`config.mk`:
```
export PLATFORM = sky130hd
export DESIGN_NAME = ifeb_bank
export DESIGN_NICKNAME = d
export VERILOG_FILES = /design/src/ifeb_pkg.sv /design/src/ifeb_bank.sv
export SDC_FILE = /design/constraint.sdc
export NUM_CORES = 1
export LEC_CHECK = 0
export BUFFER_PORTS_ARGS = -buffer_cell sky130_fd_sc_hd__buf_4
export CORE_AREA = 2 2 102 104
export CTS_CLUSTER_DIAMETER = 100
export DETAILED_ROUTE_END_ITERATION = 10
export DIE_AREA = 0 0 104 106
export PLACE_DENSITY = 0.82
export SETUP_SLACK_MARGIN = 0.1
export SLEW_MARGIN = 15
export SYNTH_ARGS = -nofsm -noshare
export SYNTH_HDL_FRONTEND = slang
export SYNTH_SLANG_ARGS = --single-unit
```
`constraint.sdc`:
```
create_clock -name mclk -period 3.4 [get_ports mclk]
set_clock_uncertainty 0.2 [all_clocks]
set_input_delay 0.34 -clock mclk [delete_from_list [all_inputs] [get_ports mclk]]
set_output_delay 0.34 -clock mclk [all_outputs]
set_load 0.01 [all_outputs]
```
`src/ifeb_pkg.sv`:
```
// Constants, field layouts and carrier types for the interrupt flag and enable bank
package ifeb_pkg;

    // ************************************************************
    // Register bus
    // ************************************************************
    localparam int unsigned ADDR_W = 3;
    localparam int unsigned DATA_W = 16;
    localparam int unsigned PRIO_W = 3;

    localparam logic [ADDR_W-1:0] OFS_FLAGS_1    = 3'h0;
    localparam logic [ADDR_W-1:0] OFS_FLAGS_2    = 3'h1;
    localparam logic [ADDR_W-1:0] OFS_FLAGS_3    = 3'h2;
    localparam logic [ADDR_W-1:0] OFS_FLAGS_4    = 3'h3;
    localparam logic [ADDR_W-1:0] OFS_ENABLES_0  = 3'h4;
    localparam logic [ADDR_W-1:0] OFS_EVT_STATUS = 3'h5;
    localparam logic [ADDR_W-1:0] OFS_EVT_MASK   = 3'h6;

    // ************************************************************
    // Implemented bit masks
    // ************************************************************
    localparam logic [DATA_W-1:0] MASK_FLAGS_1   = 16'hfe1f;
    localparam logic [DATA_W-1:0] MASK_FLAGS_2   = 16'h22e3;
    localparam logic [DATA_W-1:0] MASK_FLAGS_3   = 16'h4066;
    localparam logic [DATA_W-1:0] MASK_FLAGS_4   = 16'h000e;
    localparam logic [DATA_W-1:0] MASK_ENABLES_0 = 16'h3fef;

    localparam logic [DATA_W-1:0] RST_REG        = 16'h0000;
    localparam logic [3:0]        RST_EVT        = 4'h0;

    // ************************************************************
    // Field positions
    // ************************************************************
    localparam int unsigned BIT_UART_B_TX_FLAG     = 15;
    localparam int unsigned BIT_UART_B_RX_FLAG     = 14;
    localparam int unsigned BIT_EXT_IN_TWO_FLAG    = 13;
    localparam int unsigned BIT_TIMER_FIVE_FLAG    = 12;
    localparam int unsigned BIT_TIMER_FOUR_FLAG    = 11;
    localparam int unsigned BIT_COMPARE_FOUR_FLAG  = 10;
    localparam int unsigned BIT_COMPARE_THREE_FLAG = 9;
    localparam int unsigned BIT_EXT_IN_ONE_FLAG    = 4;
    localparam int unsigned BIT_CHANGE_NOTIFY_FLAG = 3;
    localparam int unsigned BIT_COMPARATOR_FLAG    = 2;
    localparam int unsigned BIT_I2C_A_MASTER_FLAG  = 1;
    localparam int unsigned BIT_I2C_A_SLAVE_FLAG   = 0;
    localparam int unsigned BIT_PARALLEL_PORT_FLAG = 13;
    localparam int unsigned BIT_COMPARE_FIVE_FLAG  = 9;
    localparam int unsigned BIT_CAPTURE_FIVE_FLAG  = 7;
    localparam int unsigned BIT_CAPTURE_FOUR_FLAG  = 6;
    localparam int unsigned BIT_CAPTURE_THREE_FLAG = 5;
    localparam int unsigned BIT_SPI_B_EVENT_FLAG   = 1;
    localparam int unsigned BIT_SPI_B_FAULT_FLAG   = 0;
    localparam int unsigned BIT_CALENDAR_FLAG      = 14;
    localparam int unsigned BIT_EXT_IN_FOUR_FLAG   = 6;
    localparam int unsigned BIT_EXT_IN_THREE_FLAG  = 5;
    localparam int unsigned BIT_I2C_B_MASTER_FLAG  = 2;
    localparam int unsigned BIT_I2C_B_SLAVE_FLAG   = 1;
    localparam int unsigned BIT_CHECKSUM_GEN_FLAG  = 3;
    localparam int unsigned BIT_UART_B_ERROR_FLAG  = 2;
    localparam int unsigned BIT_UART_A_ERROR_FLAG  = 1;
    localparam int unsigned BIT_ADC_DONE_ENABLE    = 13;
    localparam int unsigned BIT_UART_A_TX_ENABLE   = 12;
    localparam int unsigned BIT_UART_A_RX_ENABLE   = 11;
    localparam int unsigned BIT_SPI_A_DONE_ENABLE  = 10;
    localparam int unsigned BIT_SPI_A_FAULT_ENABLE = 9;
    localparam int unsigned BIT_TIMER_THREE_ENABLE = 8;
    localparam int unsigned BIT_TIMER_TWO_ENABLE   = 7;
    localparam int unsigned BIT_COMPARE_TWO_ENABLE = 6;
    localparam int unsigned BIT_CAPTURE_TWO_ENABLE = 5;
    localparam int unsigned BIT_TIMER_ONE_ENABLE   = 3;
    localparam int unsigned BIT_COMPARE_ONE_ENABLE = 2;
    localparam int unsigned BIT_CAPTURE_ONE_ENABLE = 1;
    localparam int unsigned BIT_EXT_IN_ZERO_ENABLE = 0;

    // ************************************************************
    // Carrier types
    // ************************************************************
    typedef struct packed {
        logic [ADDR_W-1:0] addr;
        logic [DATA_W-1:0] wdata;
        logic              wr;
        logic              rd;
    } ifeb_bus_req_type;

    typedef struct packed {
        logic [DATA_W-1:0] flags_1;
        logic [DATA_W-1:0] flags_2;
        logic [DATA_W-1:0] flags_3;
        logic [DATA_W-1:0] flags_4;
    } ifeb_flag_set_type;

    typedef logic [DATA_W-1:0][PRIO_W-1:0] ifeb_prio_type;

endpackage : ifeb_pkg

```
`src/ifeb_bank.sv`:
```
// Interrupt flag and enable bank with register port and event interrupt
//
// The implementer's own choices: the register addresses and the address-and-strobe port.
`timescale 1ns/1ps
`default_nettype none
module ifeb_bank (
    input  wire logic                      mclk,
    input  wire logic                      sys_rst,
    input  wire ifeb_pkg::ifeb_bus_req_type bus_req,
    output var  logic [ifeb_pkg::DATA_W-1:0] bus_rdata,
    input  wire ifeb_pkg::ifeb_flag_set_type src_set,
    input  wire logic [ifeb_pkg::DATA_W-1:0] flags_0_in,
    input  wire ifeb_pkg::ifeb_prio_type     prio_0,
    output var  ifeb_pkg::ifeb_flag_set_type flags_out,
    output var  logic [ifeb_pkg::DATA_W-1:0] enables_0,
    output var  logic [ifeb_pkg::DATA_W-1:0] pending_0,
    output var  logic                        irq
);
    import ifeb_pkg::*;

    // ************************************************************
    // Decode
    // ************************************************************
    logic              wr_flags_1;
    logic              wr_flags_2;
    logic              wr_flags_3;
    logic              wr_flags_4;
    logic              wr_enables_0;
    logic              wr_evt_mask;
    logic              rd_evt_status;
    logic [3:0]        evt_status;
    logic [3:0]        evt_mask;
    logic [3:0]        new_event;
    logic [DATA_W-1:0] next_rdata;
    logic [DATA_W-1:0] prio_live;
    logic [3:0]        next_status;
    logic [3:0]        next_mask;

    assign wr_flags_1    = bus_req.wr && (bus_req.addr == OFS_FLAGS_1);
    assign wr_flags_2    = bus_req.wr && (bus_req.addr == OFS_FLAGS_2);
    assign wr_flags_3    = bus_req.wr && (bus_req.addr == OFS_FLAGS_3);
    assign wr_flags_4    = bus_req.wr && (bus_req.addr == OFS_FLAGS_4);
    assign wr_enables_0  = bus_req.wr && (bus_req.addr == OFS_ENABLES_0);
    assign wr_evt_mask   = bus_req.wr && (bus_req.addr == OFS_EVT_MASK);
    assign rd_evt_status = bus_req.rd && (bus_req.addr == OFS_EVT_STATUS);

    // ************************************************************
    // Flag registers
    // ************************************************************
    always_ff @(posedge mclk or posedge sys_rst) begin
        if (sys_rst) begin
            flags_out.flags_1 <= RST_REG;
        end else if (wr_flags_1) begin
            flags_out.flags_1 <= (bus_req.wdata | src_set.flags_1) & MASK_FLAGS_1;
        end else begin
            flags_out.flags_1 <= (flags_out.flags_1 | src_set.flags_1) & MASK_FLAGS_1;
        end
    end

    always_ff @(posedge mclk or posedge sys_rst) begin
        if (sys_rst) begin
            flags_out.flags_2 <= RST_REG;
        end else if (wr_flags_2) begin
            flags_out.flags_2 <= (bus_req.wdata | src_set.flags_2) & MASK_FLAGS_2;
        end else begin
            flags_out.flags_2 <= (flags_out.flags_2 | src_set.flags_2) & MASK_FLAGS_2;
        end
    end

    always_ff @(posedge mclk or posedge sys_rst) begin
        if (sys_rst) begin
            flags_out.flags_3 <= RST_REG;
        end else if (wr_flags_3) begin
            flags_out.flags_3 <= (bus_req.wdata | src_set.flags_3) & MASK_FLAGS_3;
        end else begin
            flags_out.flags_3 <= (flags_out.flags_3 | src_set.flags_3) & MASK_FLAGS_3;
        end
    end

    always_ff @(posedge mclk or posedge sys_rst) begin
        if (sys_rst) begin
            flags_out.flags_4 <= RST_REG;
        end else if (wr_flags_4) begin
            flags_out.flags_4 <= (bus_req.wdata | src_set.flags_4) & MASK_FLAGS_4;
        end else begin
            flags_out.flags_4 <= (flags_out.flags_4 | src_set.flags_4) & MASK_FLAGS_4;
        end
    end

    // ************************************************************
    // Enable register
    // ************************************************************
    always_ff @(posedge mclk or posedge sys_rst) begin
        if (sys_rst) begin
            enables_0 <= RST_REG;
        end else if (wr_enables_0) begin
            enables_0 <= bus_req.wdata & MASK_ENABLES_0;
        end
    end

    // ************************************************************
    // Pending toward the priority logic
    // ************************************************************
    always_comb begin
        prio_live = '0;
        for (int i = 0; i < DATA_W; i++) begin
            prio_live[i] = |prio_0[i];
        end
    end

    always_ff @(posedge mclk or posedge sys_rst) begin
        if (sys_rst) begin
            pending_0 <= RST_REG;
        end else begin
            pending_0 <= flags_0_in & enables_0 & MASK_ENABLES_0 & prio_live;
        end
    end

    // ************************************************************
    // Event status, mask and interrupt
    // ************************************************************
    assign new_event[0] = |(src_set.flags_1 & MASK_FLAGS_1 & ~flags_out.flags_1);
    assign new_event[1] = |(src_set.flags_2 & MASK_FLAGS_2 & ~flags_out.flags_2);
    assign new_event[2] = |(src_set.flags_3 & MASK_FLAGS_3 & ~flags_out.flags_3);
    assign new_event[3] = |(src_set.flags_4 & MASK_FLAGS_4 & ~flags_out.flags_4);

    // Event in the cycle of the clearing read survives
    assign next_status = rd_evt_status ? new_event : (evt_status | new_event);
    // Irq follows a mask write in the same cycle as the mask itself
    assign next_mask   = wr_evt_mask ? bus_req.wdata[3:0] : evt_mask;

    always_ff @(posedge mclk or posedge sys_rst) begin
        if (sys_rst) begin
            evt_status <= RST_EVT;
        end else begin
            evt_status <= next_status;
        end
    end

    always_ff @(posedge mclk or posedge sys_rst) begin
        if (sys_rst) begin
            evt_mask <= RST_EVT;
        end else begin
            evt_mask <= next_mask;
        end
    end

    always_ff @(posedge mclk or posedge sys_rst) begin
        if (sys_rst) begin
            irq <= 1'b0;
        end else begin
            irq <= |(next_status & next_mask);
        end
    end

    // ************************************************************
    // Read port
    // ************************************************************
    always_comb begin
        next_rdata = '0;
        unique case (bus_req.addr)
            OFS_FLAGS_1:    next_rdata = flags_out.flags_1;
            OFS_FLAGS_2:    next_rdata = flags_out.flags_2;
            OFS_FLAGS_3:    next_rdata = flags_out.flags_3;
            OFS_FLAGS_4:    next_rdata = flags_out.flags_4;
            OFS_ENABLES_0:  next_rdata = enables_0;
            OFS_EVT_STATUS: next_rdata = {12'h000, evt_status};
            OFS_EVT_MASK:   next_rdata = {12'h000, evt_mask};
            default:        next_rdata = '0;
        endcase
    end

    always_ff @(posedge mclk or posedge sys_rst) begin
        if (sys_rst) begin
            bus_rdata <= RST_REG;
        end else if (bus_req.rd) begin
            bus_rdata <= next_rdata;
        end else begin
            bus_rdata <= RST_REG;
        end
    end

endmodule : ifeb_bank
`default_nettype wire

```
; After elaboration in Yosys (flattened, before gate mapping)
; Index checks and enable logic that the tools add are counted.
[classes]
add_sub_neg = 0
mul = 0
n_div = 0
n_lt_le_gt_ge = 0
eq_ne = 6
shift = 0
mux = 8
bitwise = 20
n_reduce_logical = 29
[op_table]
columns = cell, n
row1 = 16-bit case mux with 7 select lines, 1
row2 = 16-bit OR reduction, 4
row3 = 3-bit OR reduction, 16
row4 = 14-bit by 16-bit bitwise AND with 16-bit output, 2
row5 = 16-bit two-way mux, 2
row6 = 16-bit bitwise OR, 2
row7 = 15-bit bitwise OR, 2
row8 = 14-bit bitwise OR, 2
row9 = 15-bit by 16-bit bitwise AND with 16-bit output, 1
row10 = 16-bit bitwise AND, 1
row11 = 4-bit by 16-bit bitwise AND with 16-bit output, 1
row12 = 14-bit inverter with 16-bit output, 1
row13 = 15-bit inverter with 16-bit output, 1
row14 = 16-bit inverter, 1
row15 = 4-bit inverter with 16-bit output, 1
row16 = 15-bit two-way mux, 1
row17 = 14-bit bitwise AND, 1
row18 = 14-bit two-way mux, 1
row19 = 4-bit two-way mux, 3
row20 = 4-bit bitwise OR, 3
row21 = "3-bit == test, second input constant", 3
row22 = 1-bit logical AND, 7
row23 = "3-bit by 2-bit == test with 1-bit output, second input constant", 2
row24 = 4-bit bitwise AND, 1
row25 = 3 further kinds, 3
[totals]
regBits = 103
latchBits = 0
mem_bits_rw = 0
mem_bits_ro = 0
inputBits = 151
word_cells = 73
mem_count = 0

; Logic depth before layout (Yosys ltp)
[logic_depth]
depth_word = 7
mapped_depth = 6
depth_no_buf = 4

; Least setup slack after synthesis
; Ideal clock, no wire load.
[synth_path]
path_kind = input-to-reg
from = in bus_req[19] in the netlist's numbering
to = reg irq
setup_ps = 129
arrival_ps = 1476
required_time_ps = 3071
setup_slack_ps = 1596
cell_stages = 5
path_buffers = 1
path_cell_list = buf_4 nand4b_4 and2_1 o41a_1 a2111o_1
[synth_via]
elab_chain_len = 5
[synth_lines]
columns = element, line
row1 = start: declaration, ifeb_bank.sv:9  ; input wire ifeb_pkg::ifeb_bus_req_type bus_req,
row2 = 3-bit == test (on tied branches), "ifeb_bank.sv:45, ifeb_bank.sv:44"
row3 = 1-bit logical AND (on tied branches), "ifeb_bank.sv:45, ifeb_bank.sv:44"
row4 = 4-bit two-way mux (on tied branches), "ifeb_bank.sv:128, ifeb_bank.sv:130"
row5 = 4-bit bitwise AND (*), ifeb_bank.sv:152  ; irq <= |(next_status & next_mask);
row6 = 4-bit OR reduction (*), ifeb_bank.sv:152
row7 = end signal: assignment, ifeb_bank.sv:152
row8 = end: declaration, ifeb_bank.sv:17  ; output var logic irq
; Every way passes the cells marked *; elsewhere a longest branch is shown, timed or not.
; A chain may end at the register's enable or synchronous reset.

; Worst setup path after layout
[layout_path]
from = in bus_req[20] in the netlist's numbering
to = reg enables_0[9] in the netlist's numbering
[layout_via]
elab_chain_len = 2
[layout_lines]
columns = element, line
row1 = 3-bit == test, ifeb_bank.sv:43  ; assign wr_enables_0 = bus_req.wr && (bus_req.addr == OFS_ENABLES_0);
row2 = 1-bit logical AND, ifeb_bank.sv:43
row3 = end signal: assignment, ifeb_bank.sv:97  ; enables_0 <= bus_req.wdata & MASK_ENABLES_0;
row4 = end: declaration, ifeb_bank.sv:15  ; output var logic [ifeb_pkg::DATA_W-1:0] enables_0,
; No other way between the ends.

==> impl_metrics.yaml <==
final_layout:
  layout-drive-gt1-share_pct: 37.1
  diodes: 0
  syn_to_final_growth_pct: 43.1
  filler_cell_count: 890
  fin_cells: 688
  fin_nets: 700
  post-route-util_pct: 55.3
  commonest_non_fill_non_tap_cells_in_the_layout: "174 x buf_4, 78 x dfrtp_1, 43 x conb_1"
  most_common_cell_after_layout_fill_and_taps_aside: "buf_4"
critical_path:
  worst_setup_path_end_kind: "flop"
  cp-startpoint: "bus_req[20]"
  arrival_time_of_data_at_the_critical_path_endpoint_ps: 2160
  crit_path_max_incr_delay_ps: 430
  critPathMaxFanout: 30
  cp_common_cell: "buf_4"
  data_required_time_at_the_worst_endpoint_ps: 3420
  worst-setup-path-type: "input port to flop"
  reg2reg_setup_slack_ps: 1560
  critical_path.cell_chain: "buf_4 -> nor2b_1 -> and2b_1 -> buf_4 -> mux2_2"
  critical_path.startpoint_type: "input port"
  reg2reg_from: "flags_out[32]$_DFF_PP0_"
  worst_path_max_delay_cell: "nor2b_1"
placed_design:
  detailed_place_hpwl_um: 8240
  place_inst: 648
  gpl.final_weighted_congestion: 0.848
  buffer_ports.inserted: 171
die:
  die_area_mm2: 0.0110
  die_w_um: 104
  placeableCoreArea_mm2: 0.0100
  design.portCount: 264
  initial_standard_cell_utilization_of_the_core_pct: 38.6
  site_rows: 37
  die_height_um: 106
timing:
  timing.setup.tns_ps: 0
  final_count_of_negative_setup_slack_endpoints: 0
  rsz0062_at_grt: "false"
  clock.fmax_mhz: 468
  final_period_demand_of_the_worst_path_ps: 2140
  layout_worst_path_cycle_share_pct: 62.8
  tightest_slew_ps: 806
  slew_viol_final: 0
  timing.final.hold_violations: 56
  hold_slack_ps: -58.6
  maxSlewHeadroom_pct: 46.3
clocking:
  ctsHtreeMaxLevel: 3
  clk_pin_slew_ps: 80
  tritoncts: "done"
  insertion_delay_ps: 340
  hold_buffers: 25
  cts-buffers-inserted: 9
  buffer_type_at_the_clock_tree_root: "clkbuf_8"
  postCtsSetupBuffers: 0
  tritoncts_num_sinks: 78
  cts_resized: 0
  clock_path_buffers: 2
grt:
  groute.layer.met1.usage_pct: 23.9
  grt_max_degree: 65
  antenna_violations_before_repair: 0
  grtUsageMet2_pct: 34.4
  grt.busiest_layer: "met2"
  first_global_vias: 3497
  grt_usage_pct: 20.2
  grt.overflow.total: 0
  grt_pass1_wl_um: 17600
  groute.layer.met3.usage_pct: 6.56
route:
  route.antenna.remaining_nets: 0
  detail_route.vias_per_cell: 4.94
  wirelength_um: 11200
  detail_route.wl_per_cell_um: 16.3
  post-route-drc-count: 0
  drt_pass1_iterations: 4
  dr_total_vias: 3396
  iteration_0_drc_markers: 141
synthesis:
  syn_inst: 352
  synth_area_mm2: 0.00386
  synth_cell_type_count: 45
  ys_warnings: 0
  postSynthAreaPerCell_um2: 11.0
  synth_seq_area_share_pct: 50.5
  yosys_register_bits: 78
power:
  ir_drop_v: 0.000157
  power.leakage_nw: 2.71
  power-per-cell-area_mw_per_mm2: 402
min_path:
  hold_class: "input port to async pin"
run_status:
  violated_checks: "negative hold slack"
  outcome: "finished, violations left"
job:
  max_cap_violations: 0
## critical path: cells and delay by family
family | cells | cell delay (ps)
multiplexers | 1 | 360
AND/OR/NAND/NOR | 2 | 820
buffers and inverters | 2 | 620
## final cells by class
type / count / area [um^2] / share of cell area [%]
tap: 136 / 170 / 3.08
sequential: 78 / 1950 / 35.3
timing repair buffer: 200 / 1570 / 28.3
clock inverter: 2 / 10.0 / 0.181
inverter: 20 / 77.6 / 1.40
multi-input combinational: 240 / 1610 / 29.1
clock buffer: 12 / 145 / 2.62
## report_power, final
group          internal [W]  switching [W]  leakage (nW)
Combinational      0.000298       0.000243          1.74
Sequential          0.00102      0.0000713         0.888
Clock              0.000276       0.000313        0.0821
## per-layer routing
layer | vias to the layer above | share of wire (%)
li1 | 1549 | -
met1 | 1657 | 38
met2 | 172 | 52
met3 | 18 | 8.0
met4 | 0 | 2.0
met5 | - | 0
## per-stage QoR
step | power (W) | area [um^2] | setup slack (ps)
finish | 0.00222 | 5530 | 1260
global route | 0.00235 | 5530 | 1190
CTS | 0.00225 | 5520 | 1280
detailed placement | 0.00163 | 5110 | 942
global placement | 0.00161 | 5110 | 931
floorplan | 0.00138 | 4020 | 865
## registers in the layout, summed over array words and instances, names as in the netlist
| register | count |
|---|---|
| pending_0 | 13 |
| flags_out | 27 |
| enables_0 | 13 |
| irq | 1 |
| evt_status | 4 |
| bus_rdata | 16 |
| evt_mask | 4 |
## synthesized netlist by cell type, drive strengths merged
cell type	instances	share of area [%]
o41a	2	0.58
and3	1	0.16
a311oi	2	0.45
buf	52	9.7
nor2b	14	2.3
a211o	14	3.2
a2111o	1	0.29
o21a	1	0.19
nand3	7	0.91
and2b	1	0.19
mux2	18	5.2
nor2	21	2.0
o311a	13	3.4
o221ai	1	0.23
or3	1	0.16
o2111ai	4	0.91
a211oi	2	0.39
nor3	1	0.13
a222oi	1	0.26
inv	20	1.9
mux2i	14	3.6
dfrtp	78	51
o21ai	3	0.39
o31a	1	0.23
or4	2	0.39
o22ai	7	1.1
nor3b	4	0.78
a21oi	3	0.39
nand2b	14	2.3
a2bb2oi	2	0.45
nor4b	1	0.23
nand2	24	2.3
nand3b	3	0.58
and2	6	0.97
a22oi	4	0.78
mux4	1	0.58
nand4b	2	1.0
conb	1	0.097
o211a	1	0.26
clkbuf	4	0.39
## logic make-up after synthesis
logic type | Yosys count | share of synthesized area (%)
AO/OA/AOI/OAI | 62 | 13.5
flip-flops | 78 | 50.5
AND/OR/NAND/NOR | 102 | 14.4
multiplexers | 33 | 9.46
other | 1 | 0.0971
buffers and inverters | 76 | 12.0
## worst paths after layout
check | cells past startpoint | end
min reg2reg | 1 | evt_mask[2]$_DFF_PP0_
max in group asynchronous | 3 | enables_0[1]$_DFFE_PP0P_
min | 2 | pending_0[13]$_DFF_PP0_
min in group mclk | 3 | flags_out[33]$_DFF_PP0_
max reg2reg | 4 | irq$_DFF_PP0_
max | 5 | enables_0[9]$_DFFE_PP0P_
No activity file was read; power rests on OpenSTA's default activity.
